===== src/logic/keypad_pkg.sv =====
// Overview of operation
// - sense capture holds the confirmed key's sense value in auto-scan, follows live sense in bypass; resets to all six bits set.
// - capture bits 5..0 mirror sense lines 5..0; a zero marks a low line.
// - timing register: debounce field bits 7..2, scan field bits 1..0, reset zero.
// - debounce is field times 4 ms; field zero selects 256 ms.
// - debounce applies to both key press and key release detection.
// - scan field sets time between key checks; code 1 is 1 ms, 2 is 2 ms.
// - control/status resets zero; bits 3..0 tick, auto-scan, key-found, irq enable.
// - auto-scan enable set means hardware scans; clear means software bypass mode.
// - key-found set on valid key or bypass falling edge; cleared on read.
// - key-found irq enable gates only the request; the flag still sets.
// - tick state bit reads the present level of the keypad tick.
package keypad_pkg;

  localparam int SENSE_W      = 6;
  localparam int REG_W        = 8;
  localparam int ADR_W        = 12;
  localparam int IDX_W        = 10;
  localparam int SYNC_STAGES  = 3;

  // register indexes; byte address is four times the index
  localparam logic [IDX_W-1:0] IDX_SENSE_CAPTURE  = 10'h0D2;
  localparam logic [IDX_W-1:0] IDX_SCAN_TIMING    = 10'h0D3;
  localparam logic [IDX_W-1:0] IDX_CONTROL_STATUS = 10'h0D4;
  localparam logic [IDX_W-1:0] IDX_IRQ_STATUS     = 10'h0D8;
  localparam logic [IDX_W-1:0] IDX_IRQ_CLEAR      = 10'h0D9;
  localparam logic [IDX_W-1:0] IDX_IRQ_ENABLE     = 10'h0DA;

  localparam logic [SENSE_W-1:0] SENSE_CAPTURE_RST  = 6'h3F;
  localparam logic [REG_W-1:0]   SCAN_TIMING_RST    = 8'h00;
  localparam logic [REG_W-1:0]   CONTROL_STATUS_RST = 8'h00;

  localparam int DB_MSB = 7;
  localparam int DB_LSB = 2;
  localparam int SC_MSB = 1;
  localparam int SC_LSB = 0;

  localparam int CS_TICK = 3;
  localparam int CS_AUTO = 2;
  localparam int CS_FLAG = 1;
  localparam int CS_IEN  = 0;

  localparam int IRQ_W           = 3;
  localparam int IRQ_KEY_FOUND   = 0;
  localparam int IRQ_INVALID_KEY = 1;
  localparam int IRQ_KEY_RELEASE = 2;
  localparam logic [IRQ_W-1:0] IRQ_RST = 3'h0;

  // times in ms; the block counts rising edges of the 1 ms keypad tick
  localparam int TICK_PERIOD_MS   = 1;
  localparam int DEBOUNCE_STEP_MS = 4;
  localparam int DEBOUNCE_ZERO_MS = 256;
  localparam int SCAN_ZERO_MS     = 4;
  localparam int TIMER_W          = 9;
  localparam logic [TIMER_W-1:0] DEBOUNCE_STEP_TICKS = TIMER_W'(DEBOUNCE_STEP_MS / TICK_PERIOD_MS);
  localparam logic [TIMER_W-1:0] DEBOUNCE_ZERO_TICKS = TIMER_W'(DEBOUNCE_ZERO_MS / TICK_PERIOD_MS);
  localparam logic [TIMER_W-1:0] SCAN_ZERO_TICKS     = TIMER_W'(SCAN_ZERO_MS / TICK_PERIOD_MS);
  localparam logic [TIMER_W-1:0] TIMER_ZERO          = 9'h000;
  localparam logic [TIMER_W-1:0] TIMER_ONE           = 9'h001;

  typedef enum logic [4:0] {
    ST_IDLE     = 5'b00001,
    ST_PRESS_DB = 5'b00010,
    ST_SCAN     = 5'b00100,
    ST_WAIT_REL = 5'b01000,
    ST_REL_DB   = 5'b10000
  } scan_state_type;

endpackage


===== src/logic/pin_sync.sv =====
`timescale 1ns/1ps
module pin_sync #(
  parameter int               WIDTH     = 1,
  parameter logic [WIDTH-1:0] RESET_VAL = '0
) (
  // clock and reset
  input  wire logic             clk_in,
  input  wire logic             rst_n_in,
  // pin side
  input  wire logic [WIDTH-1:0] pin_in,
  // synchronised side
  output logic      [WIDTH-1:0] level_out
);

  logic [WIDTH-1:0] stage1_reg;
  logic [WIDTH-1:0] stage2_reg;
  logic [WIDTH-1:0] stage3_reg;

  always_ff @(posedge clk_in or negedge rst_n_in) begin
    if (!rst_n_in) begin
      stage1_reg <= RESET_VAL;
      stage2_reg <= RESET_VAL;
      stage3_reg <= RESET_VAL;
    end else begin
      stage1_reg <= pin_in;
      stage2_reg <= stage1_reg;
      stage3_reg <= stage2_reg;
    end
  end

  // a bit moves only once stages two and three agree
  always_ff @(posedge clk_in or negedge rst_n_in) begin
    if (!rst_n_in) begin
      level_out <= RESET_VAL;
    end else begin
      for (int i = 0; i < WIDTH; i++) begin
        if (stage2_reg[i] == stage3_reg[i]) begin
          level_out[i] <= stage3_reg[i];
        end
      end
    end
  end

endmodule


===== src/logic/keypad_sense_and_timing.sv =====
`timescale 1ns/1ps
module keypad_sense_and_timing #(
  parameter int SENSE_W = keypad_pkg::SENSE_W
) (
  // clock and reset
  input  wire logic                            core_clk_in,
  input  wire logic                            rstn_in,
  // wishbone classic slave
  input  wire logic                            wb_cyc_in,
  input  wire logic                            wb_stb_in,
  input  wire logic                            wb_we_in,
  input  wire logic [keypad_pkg::ADR_W-1:0]    wb_adr_in,
  input  wire logic [3:0]                      wb_sel_in,
  input  wire logic [31:0]                     wb_dat_in,
  output logic      [31:0]                     wb_dat_out,
  output logic                                 wb_ack_out,
  // keypad pins and tick
  input  wire logic [SENSE_W-1:0]              sense_in,
  input  wire logic                            tick_in,
  // status toward the rest of the scanner
  output logic                                 irq_out,
  output logic                                 auto_scan_enable_out,
  output logic                                 key_valid_out
);

  // reset release
  logic rst_ff1_reg;
  logic rst_n;

  always_ff @(posedge core_clk_in or negedge rstn_in) begin
    if (!rstn_in) begin
      rst_ff1_reg <= 1'b0;
      rst_n       <= 1'b0;
    end else begin
      rst_ff1_reg <= 1'b1;
      rst_n       <= rst_ff1_reg;
    end
  end

  // pin synchronisers
  logic [SENSE_W-1:0] sense_s;
  logic               tick_s;

  pin_sync #(
    .WIDTH     (SENSE_W),
    .RESET_VAL ({SENSE_W{1'b1}})
  ) u_sense_sync (
    .clk_in    (core_clk_in),
    .rst_n_in  (rst_n),
    .pin_in    (sense_in),
    .level_out (sense_s)
  );

  pin_sync #(
    .WIDTH     (1),
    .RESET_VAL (1'b0)
  ) u_tick_sync (
    .clk_in    (core_clk_in),
    .rst_n_in  (rst_n),
    .pin_in    (tick_in),
    .level_out (tick_s)
  );

  // helpers
  function automatic logic [keypad_pkg::TIMER_W-1:0] debounce_ticks(input logic [5:0] field);
    logic [keypad_pkg::TIMER_W-1:0] t;
    t = keypad_pkg::TIMER_ZERO;
    if (field == 6'h00) begin
      t = keypad_pkg::DEBOUNCE_ZERO_TICKS;
    end else begin
      t = keypad_pkg::TIMER_W'({3'h0, field} * keypad_pkg::DEBOUNCE_STEP_TICKS);
    end
    return t;
  endfunction

  function automatic logic [keypad_pkg::TIMER_W-1:0] scan_ticks(input logic [1:0] code);
    logic [keypad_pkg::TIMER_W-1:0] t;
    t = keypad_pkg::TIMER_ZERO;
    if (code == 2'h0) begin
      t = keypad_pkg::SCAN_ZERO_TICKS;
    end else begin
      t = {7'h00, code};
    end
    return t;
  endfunction

  function automatic logic single_low(input logic [SENSE_W-1:0] s);
    int n;
    n = 0;
    for (int i = 0; i < SENSE_W; i++) begin
      if (!s[i]) begin
        n++;
      end
    end
    return (n == 1);
  endfunction

  // registers
  logic [SENSE_W-1:0]               sense_capture_reg;
  logic [keypad_pkg::REG_W-1:0]     scan_timing_config_reg;
  logic                             auto_scan_enable_reg;
  logic                             key_found_flag_reg;
  logic                             key_found_irq_enable_reg;
  logic [keypad_pkg::IRQ_W-1:0]     irq_status_reg;
  logic [keypad_pkg::IRQ_W-1:0]     irq_enable_reg;
  logic                             tick_prev_reg;
  logic                             prev_all_high_reg;
  logic [keypad_pkg::TIMER_W-1:0]   timer_reg;
  keypad_pkg::scan_state_type       state_reg;

  logic [5:0] debounce_interval_field;
  logic [1:0] scan_interval_field;
  assign debounce_interval_field = scan_timing_config_reg[keypad_pkg::DB_MSB:keypad_pkg::DB_LSB];
  assign scan_interval_field     = scan_timing_config_reg[keypad_pkg::SC_MSB:keypad_pkg::SC_LSB];

  // bus decode
  logic                         take;
  logic                         wr;
  logic                         rd;
  logic [keypad_pkg::IDX_W-1:0] idx;
  assign take = wb_cyc_in && wb_stb_in && !wb_ack_out;
  assign wr   = take && wb_we_in && wb_sel_in[0];
  assign rd   = take && !wb_we_in;
  assign idx  = wb_adr_in[keypad_pkg::ADR_W-1:2];

  logic tick_rise;
  logic all_high;
  logic timer_done;
  assign tick_rise  = tick_s && !tick_prev_reg;
  assign all_high   = &sense_s;
  assign timer_done = (timer_reg == keypad_pkg::TIMER_ZERO);

  // scan engine events
  logic valid_key;
  logic invalid_key;
  logic key_release;
  logic bypass_edge;
  logic scan_check;
  // gated by the enable: the engine only goes idle one edge after auto-scan is cleared
  assign scan_check  = auto_scan_enable_reg && (state_reg == keypad_pkg::ST_SCAN) && timer_done;
  assign valid_key   = scan_check && single_low(sense_s);
  assign invalid_key = scan_check && !single_low(sense_s) && !all_high;
  assign key_release = auto_scan_enable_reg && (state_reg == keypad_pkg::ST_REL_DB) && timer_done && all_high;
  assign bypass_edge = !auto_scan_enable_reg && prev_all_high_reg && !all_high;

  always_ff @(posedge core_clk_in or negedge rst_n) begin
    if (!rst_n) begin
      tick_prev_reg     <= 1'b0;
      prev_all_high_reg <= 1'b1;
    end else begin
      tick_prev_reg     <= tick_s;
      prev_all_high_reg <= all_high;
    end
  end

  // timed scan: press debounce, scan check, release wait, release debounce
  always_ff @(posedge core_clk_in or negedge rst_n) begin
    if (!rst_n) begin
      state_reg <= keypad_pkg::ST_IDLE;
      timer_reg <= keypad_pkg::TIMER_ZERO;
    end else if (!auto_scan_enable_reg) begin
      state_reg <= keypad_pkg::ST_IDLE;
      timer_reg <= keypad_pkg::TIMER_ZERO;
    end else begin
      if (tick_rise && !timer_done) begin
        timer_reg <= timer_reg - keypad_pkg::TIMER_ONE;
      end
      case (state_reg)
        keypad_pkg::ST_IDLE: begin
          if (!all_high) begin
            state_reg <= keypad_pkg::ST_PRESS_DB;
            timer_reg <= debounce_ticks(debounce_interval_field);
          end
        end
        keypad_pkg::ST_PRESS_DB: begin
          if (timer_done) begin
            if (all_high) begin
              state_reg <= keypad_pkg::ST_IDLE;
            end else begin
              state_reg <= keypad_pkg::ST_SCAN;
              timer_reg <= scan_ticks(scan_interval_field);
            end
          end
        end
        keypad_pkg::ST_SCAN: begin
          if (timer_done) begin
            state_reg <= all_high ? keypad_pkg::ST_IDLE : keypad_pkg::ST_WAIT_REL;
          end
        end
        keypad_pkg::ST_WAIT_REL: begin
          if (all_high) begin
            state_reg <= keypad_pkg::ST_REL_DB;
            timer_reg <= debounce_ticks(debounce_interval_field);
          end
        end
        keypad_pkg::ST_REL_DB: begin
          if (timer_done) begin
            if (all_high) begin
              state_reg <= keypad_pkg::ST_IDLE;
            end else begin
              // bounce: the debounce count starts again
              timer_reg <= debounce_ticks(debounce_interval_field);
            end
          end
        end
        default: begin
          state_reg <= keypad_pkg::ST_IDLE;
        end
      endcase
    end
  end

  // sense capture: live in bypass so software can judge presses itself
  always_ff @(posedge core_clk_in or negedge rst_n) begin
    if (!rst_n) begin
      sense_capture_reg <= keypad_pkg::SENSE_CAPTURE_RST;
    end else if (!auto_scan_enable_reg) begin
      sense_capture_reg <= sense_s;
    end else if (valid_key) begin
      sense_capture_reg <= sense_s;
    end
  end

  always_ff @(posedge core_clk_in or negedge rst_n) begin
    if (!rst_n) begin
      scan_timing_config_reg <= keypad_pkg::SCAN_TIMING_RST;
    end else if (wr && idx == keypad_pkg::IDX_SCAN_TIMING) begin
      scan_timing_config_reg <= wb_dat_in[keypad_pkg::REG_W-1:0];
    end
  end

  always_ff @(posedge core_clk_in or negedge rst_n) begin
    if (!rst_n) begin
      auto_scan_enable_reg     <= keypad_pkg::CONTROL_STATUS_RST[keypad_pkg::CS_AUTO];
      key_found_irq_enable_reg <= keypad_pkg::CONTROL_STATUS_RST[keypad_pkg::CS_IEN];
    end else if (wr && idx == keypad_pkg::IDX_CONTROL_STATUS) begin
      auto_scan_enable_reg     <= wb_dat_in[keypad_pkg::CS_AUTO];
      key_found_irq_enable_reg <= wb_dat_in[keypad_pkg::CS_IEN];
    end
  end

  // set wins over the clear-on-read in the same cycle
  always_ff @(posedge core_clk_in or negedge rst_n) begin
    if (!rst_n) begin
      key_found_flag_reg <= keypad_pkg::CONTROL_STATUS_RST[keypad_pkg::CS_FLAG];
    end else if (valid_key || bypass_edge) begin
      key_found_flag_reg <= 1'b1;
    end else if (rd && idx == keypad_pkg::IDX_CONTROL_STATUS) begin
      key_found_flag_reg <= 1'b0;
    end
  end

  // sticky event status, write-one-to-clear, set wins
  logic [keypad_pkg::IRQ_W-1:0] irq_set;
  logic [keypad_pkg::IRQ_W-1:0] irq_clr;
  always_comb begin
    irq_set = keypad_pkg::IRQ_RST;
    irq_set[keypad_pkg::IRQ_KEY_FOUND]   = valid_key || bypass_edge;
    irq_set[keypad_pkg::IRQ_INVALID_KEY] = invalid_key;
    irq_set[keypad_pkg::IRQ_KEY_RELEASE] = key_release;
    irq_clr = keypad_pkg::IRQ_RST;
    if (wr && idx == keypad_pkg::IDX_IRQ_CLEAR) begin
      irq_clr = wb_dat_in[keypad_pkg::IRQ_W-1:0];
    end
  end

  always_ff @(posedge core_clk_in or negedge rst_n) begin
    if (!rst_n) begin
      irq_status_reg <= keypad_pkg::IRQ_RST;
    end else begin
      irq_status_reg <= irq_set | (irq_status_reg & ~irq_clr);
    end
  end

  always_ff @(posedge core_clk_in or negedge rst_n) begin
    if (!rst_n) begin
      irq_enable_reg <= keypad_pkg::IRQ_RST;
    end else if (wr && idx == keypad_pkg::IDX_IRQ_ENABLE) begin
      irq_enable_reg <= wb_dat_in[keypad_pkg::IRQ_W-1:0];
    end
  end

  // the enable only gates the request, never the flag itself
  always_ff @(posedge core_clk_in or negedge rst_n) begin
    if (!rst_n) begin
      irq_out <= 1'b0;
    end else begin
      irq_out <= (key_found_flag_reg && key_found_irq_enable_reg) || |(irq_status_reg & irq_enable_reg);
    end
  end

  always_ff @(posedge core_clk_in or negedge rst_n) begin
    if (!rst_n) begin
      auto_scan_enable_out <= 1'b0;
      key_valid_out        <= 1'b0;
    end else begin
      auto_scan_enable_out <= auto_scan_enable_reg;
      key_valid_out        <= valid_key;
    end
  end

  // read mux; unmapped and write-only addresses read zero
  logic [keypad_pkg::REG_W-1:0] rd_data;
  always_comb begin
    rd_data = 8'h00;
    case (idx)
      keypad_pkg::IDX_SENSE_CAPTURE: begin
        rd_data[SENSE_W-1:0] = sense_capture_reg;
      end
      keypad_pkg::IDX_SCAN_TIMING: begin
        rd_data = scan_timing_config_reg;
      end
      keypad_pkg::IDX_CONTROL_STATUS: begin
        rd_data[keypad_pkg::CS_TICK] = tick_s;
        rd_data[keypad_pkg::CS_AUTO] = auto_scan_enable_reg;
        rd_data[keypad_pkg::CS_FLAG] = key_found_flag_reg;
        rd_data[keypad_pkg::CS_IEN]  = key_found_irq_enable_reg;
      end
      keypad_pkg::IDX_IRQ_STATUS: begin
        rd_data[keypad_pkg::IRQ_W-1:0] = irq_status_reg;
      end
      keypad_pkg::IDX_IRQ_ENABLE: begin
        rd_data[keypad_pkg::IRQ_W-1:0] = irq_enable_reg;
      end
      default: begin
        rd_data = 8'h00;
      end
    endcase
  end

  // every access is acked one cycle after it is taken
  always_ff @(posedge core_clk_in or negedge rst_n) begin
    if (!rst_n) begin
      wb_ack_out <= 1'b0;
      wb_dat_out <= 32'h00000000;
    end else begin
      wb_ack_out <= take;
      if (rd) begin
        wb_dat_out <= {24'h000000, rd_data};
      end
    end
  end

endmodule


===== config.mk =====
export PLATFORM = sky130hd
export DESIGN_NAME = keypad_sense_and_timing
export DESIGN_NICKNAME = d
export VERILOG_FILES = /design/src/logic/keypad_pkg.sv /design/src/logic/pin_sync.sv /design/src/logic/keypad_sense_and_timing.sv
export SDC_FILE = /design/constraint.sdc
export NUM_CORES = 1
export LEC_CHECK = 0
export CAP_MARGIN = 0
export CORE_UTILIZATION = 35
export CTS_CLUSTER_DIAMETER = 100
export DETAILED_ROUTE_END_ITERATION = 16
export DONT_BUFFER_PORTS = 1
export GPL_ROUTABILITY_DRIVEN = 0
export RECOVER_POWER = 50
export SLEW_MARGIN = 20
export SYNTH_ARGS = -nofsm -noshare
export SYNTH_HDL_FRONTEND = slang
export SYNTH_HIERARCHICAL = 1
export SYNTH_SLANG_ARGS = --single-unit

===== constraint.sdc =====
create_clock -name core_clk_in -period 6.8 [get_ports core_clk_in]
set_input_delay 0.34 -clock core_clk_in [delete_from_list [all_inputs] [get_ports core_clk_in]]
set_output_delay 0.34 -clock core_clk_in [all_outputs]
set_load 0.1 [all_outputs]

==> out/metrics.csv <==
stage,metric,value,unit
finish,layout_common_cells,"dfrtp_1, nor2_1, conb_1, dfstp_2, nand2_1",
sta,drv_slew,49,
critical_path,r2r_slack,2750,ps
min_path,hold-path-cell-count,0,
drt,routedWlPerCell,14.4,um
drt,ant_nets,0,
floorplan,die_area,0.0119,mm2
floorplan,initial_core_util,36.4,%
synth,synth.distinct_cells,62,
clocking,htree_levels,3,
critical_path,crit_type,reg -> reg,
run,maxCapViolations,1,
global_routing,grt_remaining_overflow,0,
drt,dr.first_iter.drc_count,149,
sta,max_slew_margin,-62.5,%
power,power_density,290,mW/mm2
sta,post-route-period-util,59.6,%
clocking,cts_tree,done,
sta,rsz0062_at_grt,false,
floorplan,die_w,109,um
synth,synth_area_leader_cell,dfrtp_1,
global_routing,met3_usage,3.17,%
synth,synth_edf_count,0,
global_routing,grt_pass1_vias,2529,
drt,vias,2650,
finish,largest_reg_flops,9,
critical_path,critPathMaxFanout,6,
clocking,clkTransAtPathRegs,60,ps
sta,setup_violations,0,
placement,dp_cells,490,
floorplan,core,0.0110,mm2
clocking,clk_path_buf_depth,2,
synth,syn_avg_cell_area,11.1,um2
sta,fin_ws,2750,ps
placement,pre_cts_ws,2810,ps
outcome,violations,"capacitance limit, slew limit",
placement,post-dp-hpwl,5180,um
clocking,cts_buffers,9,
critical_path,r2r_cells,17,
synth,synth_top_cells_by_area,"dfrtp_1, dfstp_2, mux2_2, buf_4, nor2_1",
critical_path,critPathArrivalTime,4310,ps
sta,fmax,247,MHz
synth,synth_simple_gate_area_share,16.7,%
global_routing,grt_busiest_layer,met2,
synth,synth_top_family_by_area,simple AND/OR/NAND/NOR gates,
power,p_leak,1.82,nW
finish,synthToLayoutAreaGrowth,9.98,%
critical_path,critPathRequiredTime,7060,ps
global_routing,grt_start_max_net_pins,80,
synth,synth-compound-area-share,11.2,%
sta,whs,33.2,ps
clocking,cts_sinks,81,
global_routing,grtUsageMet2,20.2,%
finish,antenna_cells,0,
drt,wl,7400,um
finish,stdcell_count,514,
synth,ys_ff_latch,81,
sta,hold_viol,0,
finish,final_cell_area,0.00440,mm2
min_path,hold_class,in -> reg,
critical_path,crit_path_start,u_sense_sync/level_out[1],
synth,yosysSeqAreaShare,51.7,%
sta,finClkSkew,8.80,ps
sta,finalSetupTns,0,ps
global_routing,use_met1,18.1,%
floorplan,ios,96,
placement,placed_area,0.00401,mm2
synth,syn_area,0.00400,mm2
finish,drive_gt1_share,21.7,%
finish,mostFrequentLayoutCell,dfrtp_1,
clocking,postCtsSetupRepairBufs,0,
global_routing,grtUsageTotal,13.3,%
min_path,min_from,tick_in,
critical_path,cp-end-kind,flip-flop,
power,irDropWorstVdd,0.207,mV
synth,yosys_warnings,6,
placement,place.port_buffers,0,
clocking,clockRootBuffer,clkbuf_16,
sta,fin_crit,4050,ps
synth,synthFlopType,dfrtp_1,
clocking,clk_latency,330,ps
finish,nets,435,
drt,firstDrtPassIters,4,
clocking,cts.repair.resized,0,
synth,async_flop_share,100,%
drt,drcViolationCount,0,
floorplan,die_y,109,um
global_routing,antenna_found_initial,0,
outcome,status,"complete, but fails checks",
sta,worstMarginPinSlew,2440,ps
global_routing,grt_pass1_wl,12100,um
floorplan,placementRows,38,
critical_path,crit_path_start_kind,flip-flop,
drt,via_per_inst,5.16,
critical_path,timing.rr.start,u_sense_sync/level_out[1],
synth,synth_xor_area_share,2.82,%
critical_path,reg2reg_to,sense_capture_reg[0],
synth,synthMuxAreaShare,5.63,%
synth,synthDominantCellAreaShare,30.7,%
synth,synthCells,360,
synth,yosys.area_share.adder,3.85,%
min_path,min_to,u_tick_sync/stage1_reg,
[critical path: stages (launching register included)]
cell and delay [ps]:
dfstp_1 590, inv_1 60, ha_1 350, xnor2_1 160, ha_1 300, nor2b_1 150
a31oi_1 250, inv_1 80, ha_1 300, nor2_1 50, a21oi_1 160, ha_1 190
nor2b_1 200, nor2_1 70, o221ai_1 170, nand3_1 210, a41oi_4 300, mux2_2 380
[layout make-up]
cell class / instances / area [um2]
clock buffer: 11 / 275
clock inverter: 5 / 46.3
fill: 1041 / 6590
inverter: 14 / 52.6
multi-input combinational: 254 / 1700
sequential: 81 / 2070
tap: 140 / 175
timing repair buffer: 9 / 81.3
[kinds of logic after synthesis]
group	after synthesis
mux	20
other cells	2
simple gates	125
flops	81
compound gates	60
fa+ha+maj	13
buf+inv	48
xor+xnor	11
[per-layer routing]
metal  up-vias  wire (um)
met1      1306       3560
met4         0        108
met3        10        312
met5         -          0
met2        82       3420
li1       1252          -
[Yosys cell counts (4+ instances only)]
master / number
dfrtp_1: 49
dfstp_2: 32
nor2_1: 32
buf_4: 24
nand2_1: 23
mux2_2: 20
nand3_1: 16
inv_1: 14
a21oi_1: 12
a22oi_1: 12
nor3_1: 10
maj3_2: 7
clkbuf_1: 6
ha_1: 6
nand2b_1: 6
o21ai_0: 6
o2bb2ai_1: 6
a31oi_1: 5
xnor2_1: 5
xor2_1: 5
nor3b_1: 4
nor4_1: 4
[worst max-delay path by stage]
| stage | to | slack (ps) | depth (start not counted) |
|---|---|---|---|
| global route | sense_capture_reg[0] | 2410 | 17 |
| floorplan | sense_capture_reg[0] | 3220 | 17 |
| CTS | sense_capture_reg[0] | 2790 | 17 |
| detailed placement | sense_capture_reg[5] | 2810 | 17 |
| global placement | sense_capture_reg[1] | 2950 | 17 |
| finish | sense_capture_reg[0] | 2750 | 17 |
[metrics by stage]
stage / power, mW / utilization (%)
final: 1.27 / 40.0
after global routing: 1.32 / 40.0
after CTS: 1.29 / 40.0
after detailed placement: 0.772 / 36.5
after global placement: 0.766 / 36.5
after floorplan: 0.763 / -
[what timing repair did]
action                                  in CTS  in global routing
endpoints found under the setup margin       0                  0
hold endpoints to repair                     8                  0
hold buffers                                 7                  0
[where the power goes]
| group | internal [mW] | switching, mW |
|---|---|---|
| registers | 0.512 | 0.0786 |
| logic | 0.0546 | 0.119 |
| clock network | 0.300 | 0.210 |
Power figures use the tool's default switching activity.
